<file path="config.mk">
export PLATFORM = sky130hd
export DESIGN_NAME = trip_unit_setpoint_registers
export DESIGN_NICKNAME = d
export VERILOG_FILES = /design/src/trip_setpoint_pkg.sv /design/src/trip_unit_setpoint_registers.sv /design/src/setpoint_code_check.sv
export SDC_FILE = /design/constraint.sdc
export NUM_CORES = 1
export LEC_CHECK = 0
export BUFFER_PORTS_ARGS = -buffer_cell sky130_fd_sc_hd__buf_2
export CELL_PAD_IN_SITES_DETAIL_PLACEMENT = 2
export CELL_PAD_IN_SITES_GLOBAL_PLACEMENT = 2
export CORE_MARGIN = 10
export CORE_UTILIZATION = 30
export CTS_CLUSTER_SIZE = 10
export DETAILED_ROUTE_END_ITERATION = 12
export PLACE_DENSITY = 0.84
export SYNTH_ARGS = -nofsm -noshare
export SYNTH_HDL_FRONTEND = slang
export SYNTH_SLANG_ARGS = --single-unit
</file>
<file path="constraint.sdc">
create_clock -name mclk -period 8.7 [get_ports mclk]
set_input_delay 1.74 -clock mclk [delete_from_list [all_inputs] [get_ports mclk]]
set_output_delay 1.74 -clock mclk [all_outputs]
set_load 0.05 [all_outputs]
</file>
<file path="src/trip_setpoint_pkg.sv">
// Constants shared by the setpoint register bank and its code checker.
// Assumes word addresses are Modbus holding register numbers in hex.
package trip_setpoint_pkg;

  ////////////////////////////////////////////////////////////////////////////
  // Widths.
  localparam int ADDR_W = 20;
  localparam int DATA_W = 16;

  ////////////////////////////////////////////////////////////////////////////
  // Register numbers.
  localparam logic [19:0] ACCESS_PASSWORD_OFS = 20'h62638;
  localparam logic [19:0] SETTINGS_GROUP_SELECTOR_OFS = 20'h62639;
  localparam logic [19:0] LINK_SLAVE_ADDRESS_OFS = 20'h6263a;
  localparam logic [19:0] LINK_BAUD_SELECT_OFS = 20'h6263b;
  localparam logic [19:0] LINK_PARITY_SELECT_OFS = 20'h6263c;
  localparam logic [19:0] LINK_STOP_BITS_OFS = 20'h6263d;
  localparam logic [19:0] GROUND_FAULT_PICKUP_OFS = 20'h6264b;
  localparam logic [19:0] GROUND_FAULT_DELAY_OFS = 20'h6264c;
  localparam logic [19:0] GROUND_FAULT_THERMAL_MEMORY_OFS = 20'h6264d;
  localparam logic [19:0] NEUTRAL_PROTECTION_RATIO_OFS = 20'h6264e;
  localparam logic [19:0] SECOND_LOAD_ALARM_LEVEL_OFS = 20'h6264f;
  localparam logic [19:0] GROUND_FAULT_PREALARM_OFS = 20'h62650;

  ////////////////////////////////////////////////////////////////////////////
  // Register selects after address decode.
  localparam logic [3:0] SEL_NONE = 4'h0;
  localparam logic [3:0] SEL_PASSWORD = 4'h1;
  localparam logic [3:0] SEL_GROUP = 4'h2;
  localparam logic [3:0] SEL_SLAVE = 4'h3;
  localparam logic [3:0] SEL_BAUD = 4'h4;
  localparam logic [3:0] SEL_PARITY = 4'h5;
  localparam logic [3:0] SEL_STOP = 4'h6;
  localparam logic [3:0] SEL_PICKUP = 4'h7;
  localparam logic [3:0] SEL_DELAY = 4'h8;
  localparam logic [3:0] SEL_THERMAL = 4'h9;
  localparam logic [3:0] SEL_NEUTRAL = 4'ha;
  localparam logic [3:0] SEL_ALARM2 = 4'hb;
  localparam logic [3:0] SEL_PREALARM = 4'hc;

  ////////////////////////////////////////////////////////////////////////////
  // Values after reset.
  localparam logic [15:0] PASSWORD_RESET = 16'h0000;
  localparam logic [15:0] GROUP_RESET = 16'h0000;
  localparam logic [15:0] SLAVE_RESET = 16'h0002;
  localparam logic [15:0] BAUD_RESET = 16'h0001;
  localparam logic [15:0] PARITY_RESET = 16'h0002;
  localparam logic [15:0] STOP_RESET = 16'h0001;
  localparam logic [15:0] PICKUP_RESET = 16'h0064;
  localparam logic [15:0] DELAY_RESET = 16'h0000;
  localparam logic [15:0] THERMAL_RESET = 16'h0001;
  localparam logic [15:0] NEUTRAL_RESET = 16'h0064;
  localparam logic [15:0] ALARM2_RESET = 16'h0064;
  localparam logic [15:0] PREALARM_RESET = 16'h0032;

  ////////////////////////////////////////////////////////////////////////////
  // Code limits and fixed codes.
  localparam logic [15:0] GROUP_LINK_CODE = 16'h02ff;
  localparam logic [15:0] PICKUP_MIN = 16'h0014;
  localparam logic [15:0] PICKUP_MAX = 16'h0064;
  localparam logic [15:0] DELAY_MAX = 16'h0064;
  localparam logic [15:0] THERMAL_MAX = 16'h0001;
  localparam logic [15:0] NEUTRAL_LOW = 16'h003c;
  localparam logic [15:0] NEUTRAL_FULL = 16'h0064;
  localparam logic [15:0] ALARM2_MIN = 16'h0032;
  localparam logic [15:0] ALARM2_MAX = 16'h0078;
  localparam logic [15:0] PREALARM_MIN = 16'h0032;
  localparam logic [15:0] PREALARM_MAX = 16'h0064;
  localparam logic [15:0] PREALARM_STEP = 16'h0005;
  localparam logic [15:0] SLAVE_MIN = 16'h0001;
  localparam logic [15:0] SLAVE_MAX = 16'h00f7;
  localparam logic [15:0] BAUD_MAX = 16'h0003;
  localparam logic [15:0] PARITY_MAX = 16'h0002;
  localparam logic [15:0] STOP_MAX = 16'h0001;

  ////////////////////////////////////////////////////////////////////////////
  // Answer status and ground-fault modes.
  localparam logic [1:0] RSP_OK = 2'h0;
  localparam logic [1:0] RSP_BAD_ADDR = 2'h1;
  localparam logic [1:0] RSP_BAD_VALUE = 2'h2;
  localparam logic [1:0] GF_MODE_TRIP = 2'h0;
  localparam logic [1:0] GF_MODE_ALARM = 2'h1;
  localparam logic [1:0] GF_MODE_OFF = 2'h2;

endpackage : trip_setpoint_pkg

</file>
<file path="src/trip_unit_setpoint_registers.sv">
// Setpoint register bank of the trip unit, reached by holding-register
// word requests from the serial link front end.
// Assumes the front end has already parsed frames into single-word requests.
`timescale 1ns/1ns
module trip_unit_setpoint_registers (
  // Clock and reset.
  input wire logic mclk,
  input wire logic rst_n,
  // Variant strap and dial codes of the fixed-setting variant.
  input wire logic fixed_variant,
  input wire logic [15:0] dial_pickup_code,
  input wire logic [15:0] dial_delay_code,
  // Ground-fault function mode from the protection settings.
  input wire logic [1:0] gf_mode,
  // Word request.
  input wire logic req_valid,
  input wire logic req_write,
  input wire logic [19:0] req_addr,
  input wire logic [15:0] req_wdata,
  // Word answer.
  output logic rsp_valid,
  output logic [1:0] rsp_status,
  output logic [15:0] rsp_rdata,
  // Setpoints towards protection and the serial link.
  output logic [15:0] ground_fault_pickup_reg,
  output logic [15:0] ground_fault_delay_reg,
  output logic thermal_memory_en_reg,
  output logic [15:0] neutral_phase_ratio_reg,
  output logic [15:0] second_load_alarm_reg,
  output logic [15:0] ground_fault_warning_level_reg,
  output logic [15:0] link_slave_address_reg,
  output logic [1:0] link_baud_select_reg,
  output logic [1:0] link_parity_select_reg,
  output logic link_stop_bits_reg
);

  ////////////////////////////////////////////////////////////////////////////
  // Internal state.
  logic fixed_reg;
  logic [15:0] password_reg;
  logic [15:0] group_reg;
  logic [15:0] prealarm_setting_reg;
  logic [3:0] sel;
  logic link_page;
  logic writable;
  logic value_ok;
  logic dial_pickup_ok;
  logic dial_delay_ok;
  logic wr_ok;
  logic [15:0] rdata_next;
  logic [1:0] status_next;

  ////////////////////////////////////////////////////////////////////////////
  // Address decode. The link page is only visible while the selector holds
  // the group code, so a stray access cannot retune the link by accident.
  assign link_page = group_reg == trip_setpoint_pkg::GROUP_LINK_CODE;

  always_comb begin
    sel = trip_setpoint_pkg::SEL_NONE;
    case (req_addr)
      trip_setpoint_pkg::ACCESS_PASSWORD_OFS: begin
        sel = trip_setpoint_pkg::SEL_PASSWORD;
      end
      trip_setpoint_pkg::SETTINGS_GROUP_SELECTOR_OFS: begin
        sel = trip_setpoint_pkg::SEL_GROUP;
      end
      trip_setpoint_pkg::LINK_SLAVE_ADDRESS_OFS: begin
        if (link_page) sel = trip_setpoint_pkg::SEL_SLAVE;
      end
      trip_setpoint_pkg::LINK_BAUD_SELECT_OFS: begin
        if (link_page) sel = trip_setpoint_pkg::SEL_BAUD;
      end
      trip_setpoint_pkg::LINK_PARITY_SELECT_OFS: begin
        if (link_page) sel = trip_setpoint_pkg::SEL_PARITY;
      end
      trip_setpoint_pkg::LINK_STOP_BITS_OFS: begin
        if (link_page) sel = trip_setpoint_pkg::SEL_STOP;
      end
      trip_setpoint_pkg::GROUND_FAULT_PICKUP_OFS: begin
        sel = trip_setpoint_pkg::SEL_PICKUP;
      end
      trip_setpoint_pkg::GROUND_FAULT_DELAY_OFS: begin
        sel = trip_setpoint_pkg::SEL_DELAY;
      end
      trip_setpoint_pkg::GROUND_FAULT_THERMAL_MEMORY_OFS: begin
        sel = trip_setpoint_pkg::SEL_THERMAL;
      end
      trip_setpoint_pkg::NEUTRAL_PROTECTION_RATIO_OFS: begin
        sel = trip_setpoint_pkg::SEL_NEUTRAL;
      end
      trip_setpoint_pkg::SECOND_LOAD_ALARM_LEVEL_OFS: begin
        if (!fixed_reg) sel = trip_setpoint_pkg::SEL_ALARM2;
      end
      trip_setpoint_pkg::GROUND_FAULT_PREALARM_OFS: begin
        sel = trip_setpoint_pkg::SEL_PREALARM;
      end
      default: sel = trip_setpoint_pkg::SEL_NONE;
    endcase
  end

  ////////////////////////////////////////////////////////////////////////////
  // Code checks: one for the written word, one per dial.
  setpoint_code_check u_check_write (
    .sel(sel),
    .code(req_wdata),
    .fixed(fixed_reg),
    .ok(value_ok)
  );

  setpoint_code_check u_check_dial_pickup (
    .sel(trip_setpoint_pkg::SEL_PICKUP),
    .code(dial_pickup_code),
    .fixed(1'b1),
    .ok(dial_pickup_ok)
  );

  setpoint_code_check u_check_dial_delay (
    .sel(trip_setpoint_pkg::SEL_DELAY),
    .code(dial_delay_code),
    .fixed(1'b1),
    .ok(dial_delay_ok)
  );

  // The fixed variant sets pickup and delay by dial, never by the link.
  assign writable = !(fixed_reg &&
                      (sel == trip_setpoint_pkg::SEL_PICKUP ||
                       sel == trip_setpoint_pkg::SEL_DELAY));
  assign wr_ok = req_valid && req_write && sel != trip_setpoint_pkg::SEL_NONE
                 && writable && value_ok;

  ////////////////////////////////////////////////////////////////////////////
  // Variant strap, caught while reset is held.
  always_ff @(posedge mclk) begin
    if (!rst_n) fixed_reg <= fixed_variant;
  end

  ////////////////////////////////////////////////////////////////////////////
  // Communication group registers.
  always_ff @(posedge mclk) begin
    if (!rst_n) begin
      password_reg <= trip_setpoint_pkg::PASSWORD_RESET;
      group_reg <= trip_setpoint_pkg::GROUP_RESET;
      link_slave_address_reg <= trip_setpoint_pkg::SLAVE_RESET;
      link_baud_select_reg <= trip_setpoint_pkg::BAUD_RESET[1:0];
      link_parity_select_reg <= trip_setpoint_pkg::PARITY_RESET[1:0];
      link_stop_bits_reg <= trip_setpoint_pkg::STOP_RESET[0];
    end else if (wr_ok) begin
      case (sel)
        trip_setpoint_pkg::SEL_PASSWORD: password_reg <= req_wdata;
        trip_setpoint_pkg::SEL_GROUP: group_reg <= req_wdata;
        trip_setpoint_pkg::SEL_SLAVE: link_slave_address_reg <= req_wdata;
        trip_setpoint_pkg::SEL_BAUD: link_baud_select_reg <= req_wdata[1:0];
        trip_setpoint_pkg::SEL_PARITY: begin
          link_parity_select_reg <= req_wdata[1:0];
        end
        trip_setpoint_pkg::SEL_STOP: link_stop_bits_reg <= req_wdata[0];
        default: password_reg <= password_reg;
      endcase
    end
  end

  ////////////////////////////////////////////////////////////////////////////
  // Protection setpoints.
  always_ff @(posedge mclk) begin
    if (!rst_n) begin
      ground_fault_pickup_reg <= trip_setpoint_pkg::PICKUP_RESET;
      ground_fault_delay_reg <= trip_setpoint_pkg::DELAY_RESET;
      thermal_memory_en_reg <= trip_setpoint_pkg::THERMAL_RESET[0];
      neutral_phase_ratio_reg <= trip_setpoint_pkg::NEUTRAL_RESET;
      second_load_alarm_reg <= trip_setpoint_pkg::ALARM2_RESET;
      prealarm_setting_reg <= trip_setpoint_pkg::PREALARM_RESET;
    end else begin
      // A dial between detents reads as an illegal code and is ignored.
      if (fixed_reg && dial_pickup_ok) begin
        ground_fault_pickup_reg <= dial_pickup_code;
      end
      if (fixed_reg && dial_delay_ok) begin
        ground_fault_delay_reg <= dial_delay_code;
      end
      if (wr_ok) begin
        case (sel)
          trip_setpoint_pkg::SEL_PICKUP: begin
            ground_fault_pickup_reg <= req_wdata;
          end
          trip_setpoint_pkg::SEL_DELAY: begin
            ground_fault_delay_reg <= req_wdata;
          end
          trip_setpoint_pkg::SEL_THERMAL: begin
            thermal_memory_en_reg <= req_wdata[0];
          end
          trip_setpoint_pkg::SEL_NEUTRAL: begin
            neutral_phase_ratio_reg <= req_wdata;
          end
          trip_setpoint_pkg::SEL_ALARM2: begin
            second_load_alarm_reg <= req_wdata;
          end
          trip_setpoint_pkg::SEL_PREALARM: begin
            prealarm_setting_reg <= req_wdata;
          end
          default: prealarm_setting_reg <= prealarm_setting_reg;
        endcase
      end
    end
  end

  // The warning level reaches protection only in trip mode; zero disarms it.
  always_ff @(posedge mclk) begin
    if (!rst_n) begin
      ground_fault_warning_level_reg <= 16'h0000;
    end else if (gf_mode == trip_setpoint_pkg::GF_MODE_TRIP) begin
      ground_fault_warning_level_reg <= prealarm_setting_reg;
    end else begin
      ground_fault_warning_level_reg <= 16'h0000;
    end
  end

  ////////////////////////////////////////////////////////////////////////////
  // Answer path.
  always_comb begin
    rdata_next = 16'h0000;
    case (sel)
      trip_setpoint_pkg::SEL_PASSWORD: rdata_next = 16'h0000;
      trip_setpoint_pkg::SEL_GROUP: rdata_next = group_reg;
      trip_setpoint_pkg::SEL_SLAVE: rdata_next = link_slave_address_reg;
      trip_setpoint_pkg::SEL_BAUD: rdata_next = 16'(link_baud_select_reg);
      trip_setpoint_pkg::SEL_PARITY: rdata_next = 16'(link_parity_select_reg);
      trip_setpoint_pkg::SEL_STOP: rdata_next = 16'(link_stop_bits_reg);
      trip_setpoint_pkg::SEL_PICKUP: rdata_next = ground_fault_pickup_reg;
      trip_setpoint_pkg::SEL_DELAY: rdata_next = ground_fault_delay_reg;
      trip_setpoint_pkg::SEL_THERMAL: rdata_next = 16'(thermal_memory_en_reg);
      trip_setpoint_pkg::SEL_NEUTRAL: rdata_next = neutral_phase_ratio_reg;
      trip_setpoint_pkg::SEL_ALARM2: rdata_next = second_load_alarm_reg;
      trip_setpoint_pkg::SEL_PREALARM: rdata_next = prealarm_setting_reg;
      default: rdata_next = 16'h0000;
    endcase
  end

  always_comb begin
    if (sel == trip_setpoint_pkg::SEL_NONE) begin
      status_next = trip_setpoint_pkg::RSP_BAD_ADDR;
    end else if (req_write && !(writable && value_ok)) begin
      status_next = trip_setpoint_pkg::RSP_BAD_VALUE;
    end else begin
      status_next = trip_setpoint_pkg::RSP_OK;
    end
  end

  always_ff @(posedge mclk) begin
    if (!rst_n) begin
      rsp_valid <= 1'b0;
      rsp_status <= trip_setpoint_pkg::RSP_OK;
      rsp_rdata <= 16'h0000;
    end else begin
      rsp_valid <= req_valid;
      if (req_valid) begin
        rsp_status <= status_next;
        rsp_rdata <= req_write ? 16'h0000 : rdata_next;
      end
    end
  end
endmodule : trip_unit_setpoint_registers

</file>
<file path="src/setpoint_code_check.sv">
// Combinational legality check of one code for one setpoint register.
// Assumes sel comes from the register bank's address decode or is tied to a dial's select.
`timescale 1ns/1ns
module setpoint_code_check (
  // Code under test.
  input wire logic [3:0] sel,
  input wire logic [15:0] code,
  input wire logic fixed,
  // Verdict.
  output logic ok
);

  always_comb begin
    ok = 1'b0;
    case (sel)
      trip_setpoint_pkg::SEL_PASSWORD: ok = 1'b1;
      trip_setpoint_pkg::SEL_GROUP: ok = 1'b1;
      trip_setpoint_pkg::SEL_SLAVE: begin
        ok = code >= trip_setpoint_pkg::SLAVE_MIN &&
             code <= trip_setpoint_pkg::SLAVE_MAX;
      end
      trip_setpoint_pkg::SEL_BAUD: begin
        ok = code <= trip_setpoint_pkg::BAUD_MAX;
      end
      trip_setpoint_pkg::SEL_PARITY: begin
        ok = code <= trip_setpoint_pkg::PARITY_MAX;
      end
      trip_setpoint_pkg::SEL_STOP: begin
        ok = code <= trip_setpoint_pkg::STOP_MAX;
      end
      trip_setpoint_pkg::SEL_PICKUP: begin
        if (fixed) begin
          ok = code == 16'h0014 || code == 16'h001e || code == 16'h0028 ||
               code == 16'h003c || code == 16'h0050 ||
               code == 16'h0064;
        end else begin
          ok = code >= trip_setpoint_pkg::PICKUP_MIN &&
               code <= trip_setpoint_pkg::PICKUP_MAX;
        end
      end
      trip_setpoint_pkg::SEL_DELAY: begin
        if (fixed) begin
          ok = code == 16'h0000 || code == 16'h0002 || code == 16'h000a ||
               code == 16'h001e || code == 16'h0032 || code == 16'h004b ||
               code == 16'h0064;
        end else begin
          ok = code <= trip_setpoint_pkg::DELAY_MAX;
        end
      end
      trip_setpoint_pkg::SEL_THERMAL: begin
        ok = code <= trip_setpoint_pkg::THERMAL_MAX;
      end
      trip_setpoint_pkg::SEL_NEUTRAL: begin
        ok = code == 16'h0000 || code == trip_setpoint_pkg::NEUTRAL_LOW ||
             code == trip_setpoint_pkg::NEUTRAL_FULL;
      end
      trip_setpoint_pkg::SEL_ALARM2: begin
        ok = code >= trip_setpoint_pkg::ALARM2_MIN &&
             code <= trip_setpoint_pkg::ALARM2_MAX;
      end
      trip_setpoint_pkg::SEL_PREALARM: begin
        ok = code >= trip_setpoint_pkg::PREALARM_MIN &&
             code <= trip_setpoint_pkg::PREALARM_MAX &&
             (code % trip_setpoint_pkg::PREALARM_STEP) == 16'h0000;
      end
      default: ok = 1'b0;
    endcase
  end

endmodule : setpoint_code_check

</file>
### After elaboration in Yosys (flattened, before gate mapping)

Index checks and enable logic that the tools add are counted.

* flip-flop bits (word level): 154
* input bits: 75
* output and inout bits: 121

* divide/modulo/power cells: 1
* $lt $le $gt $ge: 9
* equality and inequality tests: 47
* multiplexer cells: 19
* reduce and logical (&&, ||, !) cells: 59

Operators by type and width (count)
* 20-bit by 19-bit equality test with 1-bit output (second input constant): 12
* 16-bit case mux with 11 select lines: 1
* 16-bit by 7-bit equality test with 1-bit output (second input constant): 7
* 16-bit two-way mux: 7
* 16-bit by 6-bit equality test with 1-bit output (second input constant): 6
* 16-bit by 5-bit equality test with 1-bit output (second input constant): 5
* 16-bit zero test: 3
* 4-bit case mux with 12 select lines: 1
* 16-bit by 2-bit equality test with 1-bit output (second input constant): 2
* 16-bit by 4-bit equality test with 1-bit output (second input constant): 2
* 16-bit by 2-bit less-or-equal comparator with 1-bit output (second input constant): 2
* 16-bit by 7-bit less-or-equal comparator with 1-bit output (second input constant): 2
* 1-bit logical OR: 25
* 4-bit equality test (second input constant): 5
* 2-bit AND reduction: 10
* 16-bit by 10-bit equality test with 1-bit output (second input constant): 1
* 4-bit by 3-bit equality test with 1-bit output (second input constant): 4
* 16-bit by 1-bit greater-or-equal comparator with 1-bit output (second input constant): 1
* 16-bit by 5-bit greater-or-equal comparator with 1-bit output (second input constant): 1
* 16-bit by 6-bit greater-or-equal comparator with 1-bit output (second input constant): 1
* 16-bit by 1-bit less-or-equal comparator with 1-bit output (second input constant): 1
* 16-bit by 8-bit less-or-equal comparator with 1-bit output (second input constant): 1
* 16-bit by 3-bit modulo with 16-bit output (second input constant): 1
* 1-bit logical AND: 14
* other kinds (12): 20

### Longest topological paths before layout

* depth in word-level cells: 14
* mapped depth: 27
* depth with buffers taken out: 21

### By module

A second synthesis with hierarchy kept.

* cells, all modules: 1770
* area, all modules: 13123.8 µm²

Modules (own cells, without submodules)
* trip_unit_setpoint_registers: times used 1, cells each 782, area each 6670.1 µm², seq. area each 3093.0 µm²
* setpoint_code_check (u_check_dial_delay ...): times used 2, cells each 297, area each 1894.3 µm², seq. area each 0.0 µm²
* setpoint_code_check (u_check_write): times used 1, cells each 394, area each 2665.1 µm², seq. area each 0.0 µm²

### Worst setup path before layout

No wires, ideal clock.

* path kind: in2reg
* start point: in req_wdata[11]
* end point: reg neutral_phase_ratio_reg[10]
* data arrival time: 6.521 ns
* slack: 2.063 ns
* stages: 25
* buffers on the path: 5
* path through: buf_6 -> or3b_1 -> a32oi_1 -> or3_1 -> buf_4 -> nand2_2 -> o31ai_1 -> or2_0 -> clkbuf_1 -> nor2_1 -> a2111oi_2 -> o211ai_1 -> or3_1 -> a31oi_1 -> a211o_1 -> inv_1 -> ha_1 -> o31ai_1 -> mux2i_1 -> a221oi_2 -> o211a_2 -> buf_2 -> a21oi_1 -> buf_2 -> and2_1

* word-level cells in the longest chain between the ends: 11
* elaborated cells on any way between the ends: 45
* classes of those cells: div: 1; order compare: 9; eq/ne: 10; mux: 3; reduce/logical: 22

Ends and longest elaborated chain
* start, declared: RTL line trip_unit_setpoint_registers.sv:19 `input wire logic [15:0] req_wdata,`
* parallel branches: the longest is 8 deep, another holds 16-bit by 3-bit modulo with 16-bit output
* 1-bit case mux with 10 select lines (*): RTL line setpoint_code_check.sv:15 `case (sel)`
* 1-bit logical AND (*): RTL line trip_unit_setpoint_registers.sv:129 `&& writable && value_ok;`
* 2-bit AND reduction (no line) (*)
* end signal, assigned: RTL line trip_unit_setpoint_registers.sv:169 `neutral_phase_ratio_reg <= trip_setpoint_pkg::NEUTRAL_RESET;`
* end signal, assigned: RTL line trip_unit_setpoint_registers.sv:192 `neutral_phase_ratio_reg <= req_wdata;`
* end, declared: RTL line trip_unit_setpoint_registers.sv:28 `output logic [15:0] neutral_phase_ratio_reg,`

Every way passes the cells marked *.
A chain may end at the register's enable or synchronous reset.

### Final worst setup path

* start point: in req_wdata[13]
* end point: reg neutral_phase_ratio_reg[13]

* word-level cells in the longest chain between the ends: 11
* elaborated cells on any way between the ends: 45
* classes of those cells: div: 1; order compare: 9; eq/ne: 10; mux: 3; reduce/logical: 22

Ends and longest elaborated chain
* parallel branches: the longest is 11 deep, another holds 16-bit by 3-bit modulo with 16-bit output

Several ways; the timed one is not identified.

==> results.ini <==
[place]
dpl_worst_slack_ps=526.2
io_buffers=195
place_hpwl_mm=29.34
gp_congestion=0.8967

[power]
switching_share_pct=32.58
p_clk_share_pct=44.5
p_int_mw=1.210
seqPwrFrac_pct=39.4
leakage_nw=4.138
power.switching_mw=0.5848
cellPowerDensity_nw_per_um2=174.7
peakVddDrop_v=0.0001338
combPwrFrac_pct=16.1

[floorplan]
rows=61
chipHeight_um=187.7
core_area_sq_um=27780
die_area_sq_um=35230
die_x_um=187.7
ios=196
start_util_pct=30.37

[layout]
area_growth_pct=21.77
fillers=3229
nets=1261
drive_gt1_share_pct=22.89

[global_routing]
grt_start_max_net_pins=62
grt_pass1_vias=10380
grt_usage_pct=24.15
grt_pass1_wl_mm=67.17
antenna_found_initial=2
overflow=0

[route]
drt-pass1-iter-count=6
totalWireLength_mm=43.98
drt-initial-drc-count=983
avgViaCountPerCell=6.215
dr_total_vias=9795
drt-wirelength-per-cell_um=27.90
ant_nets=0
drc=0

[critical_path]
cp.required_ps=9080
critPathCaptureType=flop
critPathLaunchType=input port
worstRegToRegCells=16
ff2ff_setup_slack_ps=3680
worstPathArrival_ps=8270
r2r-start=group_reg[12]$_SDFFE_PN0P_
reg2reg_to=neutral_phase_ratio_reg[13]$_SDFFE_PN0P_
criticalPathCategory=input port to flop
cp_max_fo=22

[clock_tree]
cts_setup_buffers=0
cts-root-buf=clkbuf_16
clock_path_buffers=2
clkTransAtPathRegs_ps=70
cts_max_level=4
holdBufCountCts=0
ctsResizeCount=0
cts_buffers=17
tritoncts=yes
clock_latency_ps=460
cts.sinks=154

[synth]
syn_area_sq_um=8437
synthCells=1038
synth_commonest_cells=153 x dfxtp_1, 93 x nand2_1, 79 x nor2_1, 74 x a21oi_1, 56 x clkbuf_1
synthesis.nets=1115
synth_edf_count=1
syn_avg_cell_area_sq_um=8.128
ys_seq_elements=154
synth_cell_types=97
synth_area_leaders=dfxtp_1 36%, a21oi_1 4.4%, nand2_1 4.1%
synth_most_common_cell=dfxtp_1
synth_top_area_share_pct=36.30
ys.flop_type=dfxtp_1
synthArstFlopShare_pct=0
yosysTopAreaCell=dfxtp_1
ys_warn_count=0
yosysSeqAreaShare_pct=36.66

[timing]
fmax_mhz=126.8
tns_ps=0
worst_slack_ps=811.9
worst-slew-pin-transition_ps=1155
hold_viol=0
finalCriticalPeriod_ps=7888
finalMaxSlewViolations=0
max_slew_margin_pct=22.43
post-route-period-util_pct=90.67
setup_viol=0
fin_skew_ps=16.25
rsz0062_at_grt=no

[run_status]
status=complete, no violations

[min_path]
min_path_type=flop to flop
min-delay-start=link_slave_address_reg[8]$_SDFFE_PN0P_
hold_depth=1
holdPathEnd=link_slave_address_reg[8]$_SDFFE_PN0P_

[job]
maxCapViolCount=0

## kinds of logic after synthesis
group                    count (synthesis)  synth area share [%]
AND/OR/NAND/NOR                        432                 27.45
buffers and inverters                  108                 5.561
XOR/XNOR                                 7                0.7267
multiplexers                            26                 3.129
flip-flops                             154                 36.66
AO/OA/AOI/OAI                          309                 26.18
adder cells (fa/ha/maj)                  2                0.2966
## critical path, cell delays in order
cell      delay, ps
buf_2           240
or3b_1          410
a32oi_1         190
or3_1           260
and2_1          420
a311oi_1        160
o21ai_1         630
nor2_1           80
a21o_1          220
o32ai_2         590
nand3_1         150
a221oi_1        290
a211o_1         260
inv_1           130
ha_1            240
o31ai_1          90
mux2i_1         350
a221oi_2        160
o211a_2         470
a21oi_1         880
and2_1          290
## worst max path at each step
stage,from,end,cells after the start
2_1_floorplan,req_wdata[11],neutral_phase_ratio_reg[10]$_SDFFE_PN0P_,25
3_3_place_gp,req_wdata[13],prealarm_setting_reg[5]$_SDFFE_PN1P_,21
3_5_place_dp,req_wdata[13],prealarm_setting_reg[4]$_SDFFE_PN1P_,21
4_1_cts,req_wdata[13],neutral_phase_ratio_reg[13]$_SDFFE_PN0P_,21
5_1_grt,req_wdata[13],neutral_phase_ratio_reg[13]$_SDFFE_PN0P_,21
6_report,req_wdata[13],neutral_phase_ratio_reg[13]$_SDFFE_PN0P_,21
## cells in the final DEF, fill, tap and decap left out, types with 7 or more instances in the layout
master     instances
nor3_1            19
nand3_1           37
or3_1              9
o211ai_1          14
nor4_1            27
inv_1             21
nand4_1           16
a31oi_1           28
and2_1            51
buf_4             16
a222oi_1          16
dfxtp_1          153
mux2i_1           23
a211o_1            7
nor2_1            79
nor2b_1            8
and3_1            37
buf_2            195
a211oi_1          14
nand2_1           93
o21ai_0           42
a22oi_1           32
clkbuf_16         17
a21oi_1           74
## metal layers
metal / global-route usage, % / wire length (um) / vias up
met3: 5.213 / 2961 / 125
li1: - / - / 4202
met5: 0 / 16 / -
met1: 29.04 / 17950 / 4967
met4: 11.91 / 2012 / 2
met2: 39.99 / 21040 / 499
## cell type report
cell class | instances | area, sq um | share of cell area (%)
clock inverter | 15 | 197.7 | 1.924
timing repair buffer | 211 | 1096 | 10.67
clock buffer | 17 | 425.4 | 4.141
sequential | 154 | 3093 | 30.11
antenna | 1 | 2.502 | 0.02436
tap | 378 | 473.0 | 4.604
multi-input combinational | 776 | 4896 | 47.66
inverter | 24 | 90.09 | 0.8769
## power by group through the flow
stage                     Combinational, mW  Clock (mW)  Sequential, mW
after floorplan                       0.195           0           0.728
after global placement                0.271           0           0.724
after detailed placement              0.281           0           0.724
after CTS                             0.285       0.803           0.707
after global routing                  0.313       0.841           0.707
final                                 0.289       0.799           0.707
## per-stage QoR
stage                     utilization (%)  power, mW  cells  cell area, sq um  hold slack (ps)
after floorplan                         -     0.9221   1038              8437            439.4
after global placement              34.73     0.9944   1543              9648            454.4
after detailed placement            34.73      1.005   1543              9648            470.7
after CTS                           36.97      1.795   1575             10270            501.8
after global routing                36.97      1.861   1575             10270            519.6
final                               36.98      1.795   1576             10270            499.2
No activity file was read; power rests on OpenSTA's default activity.
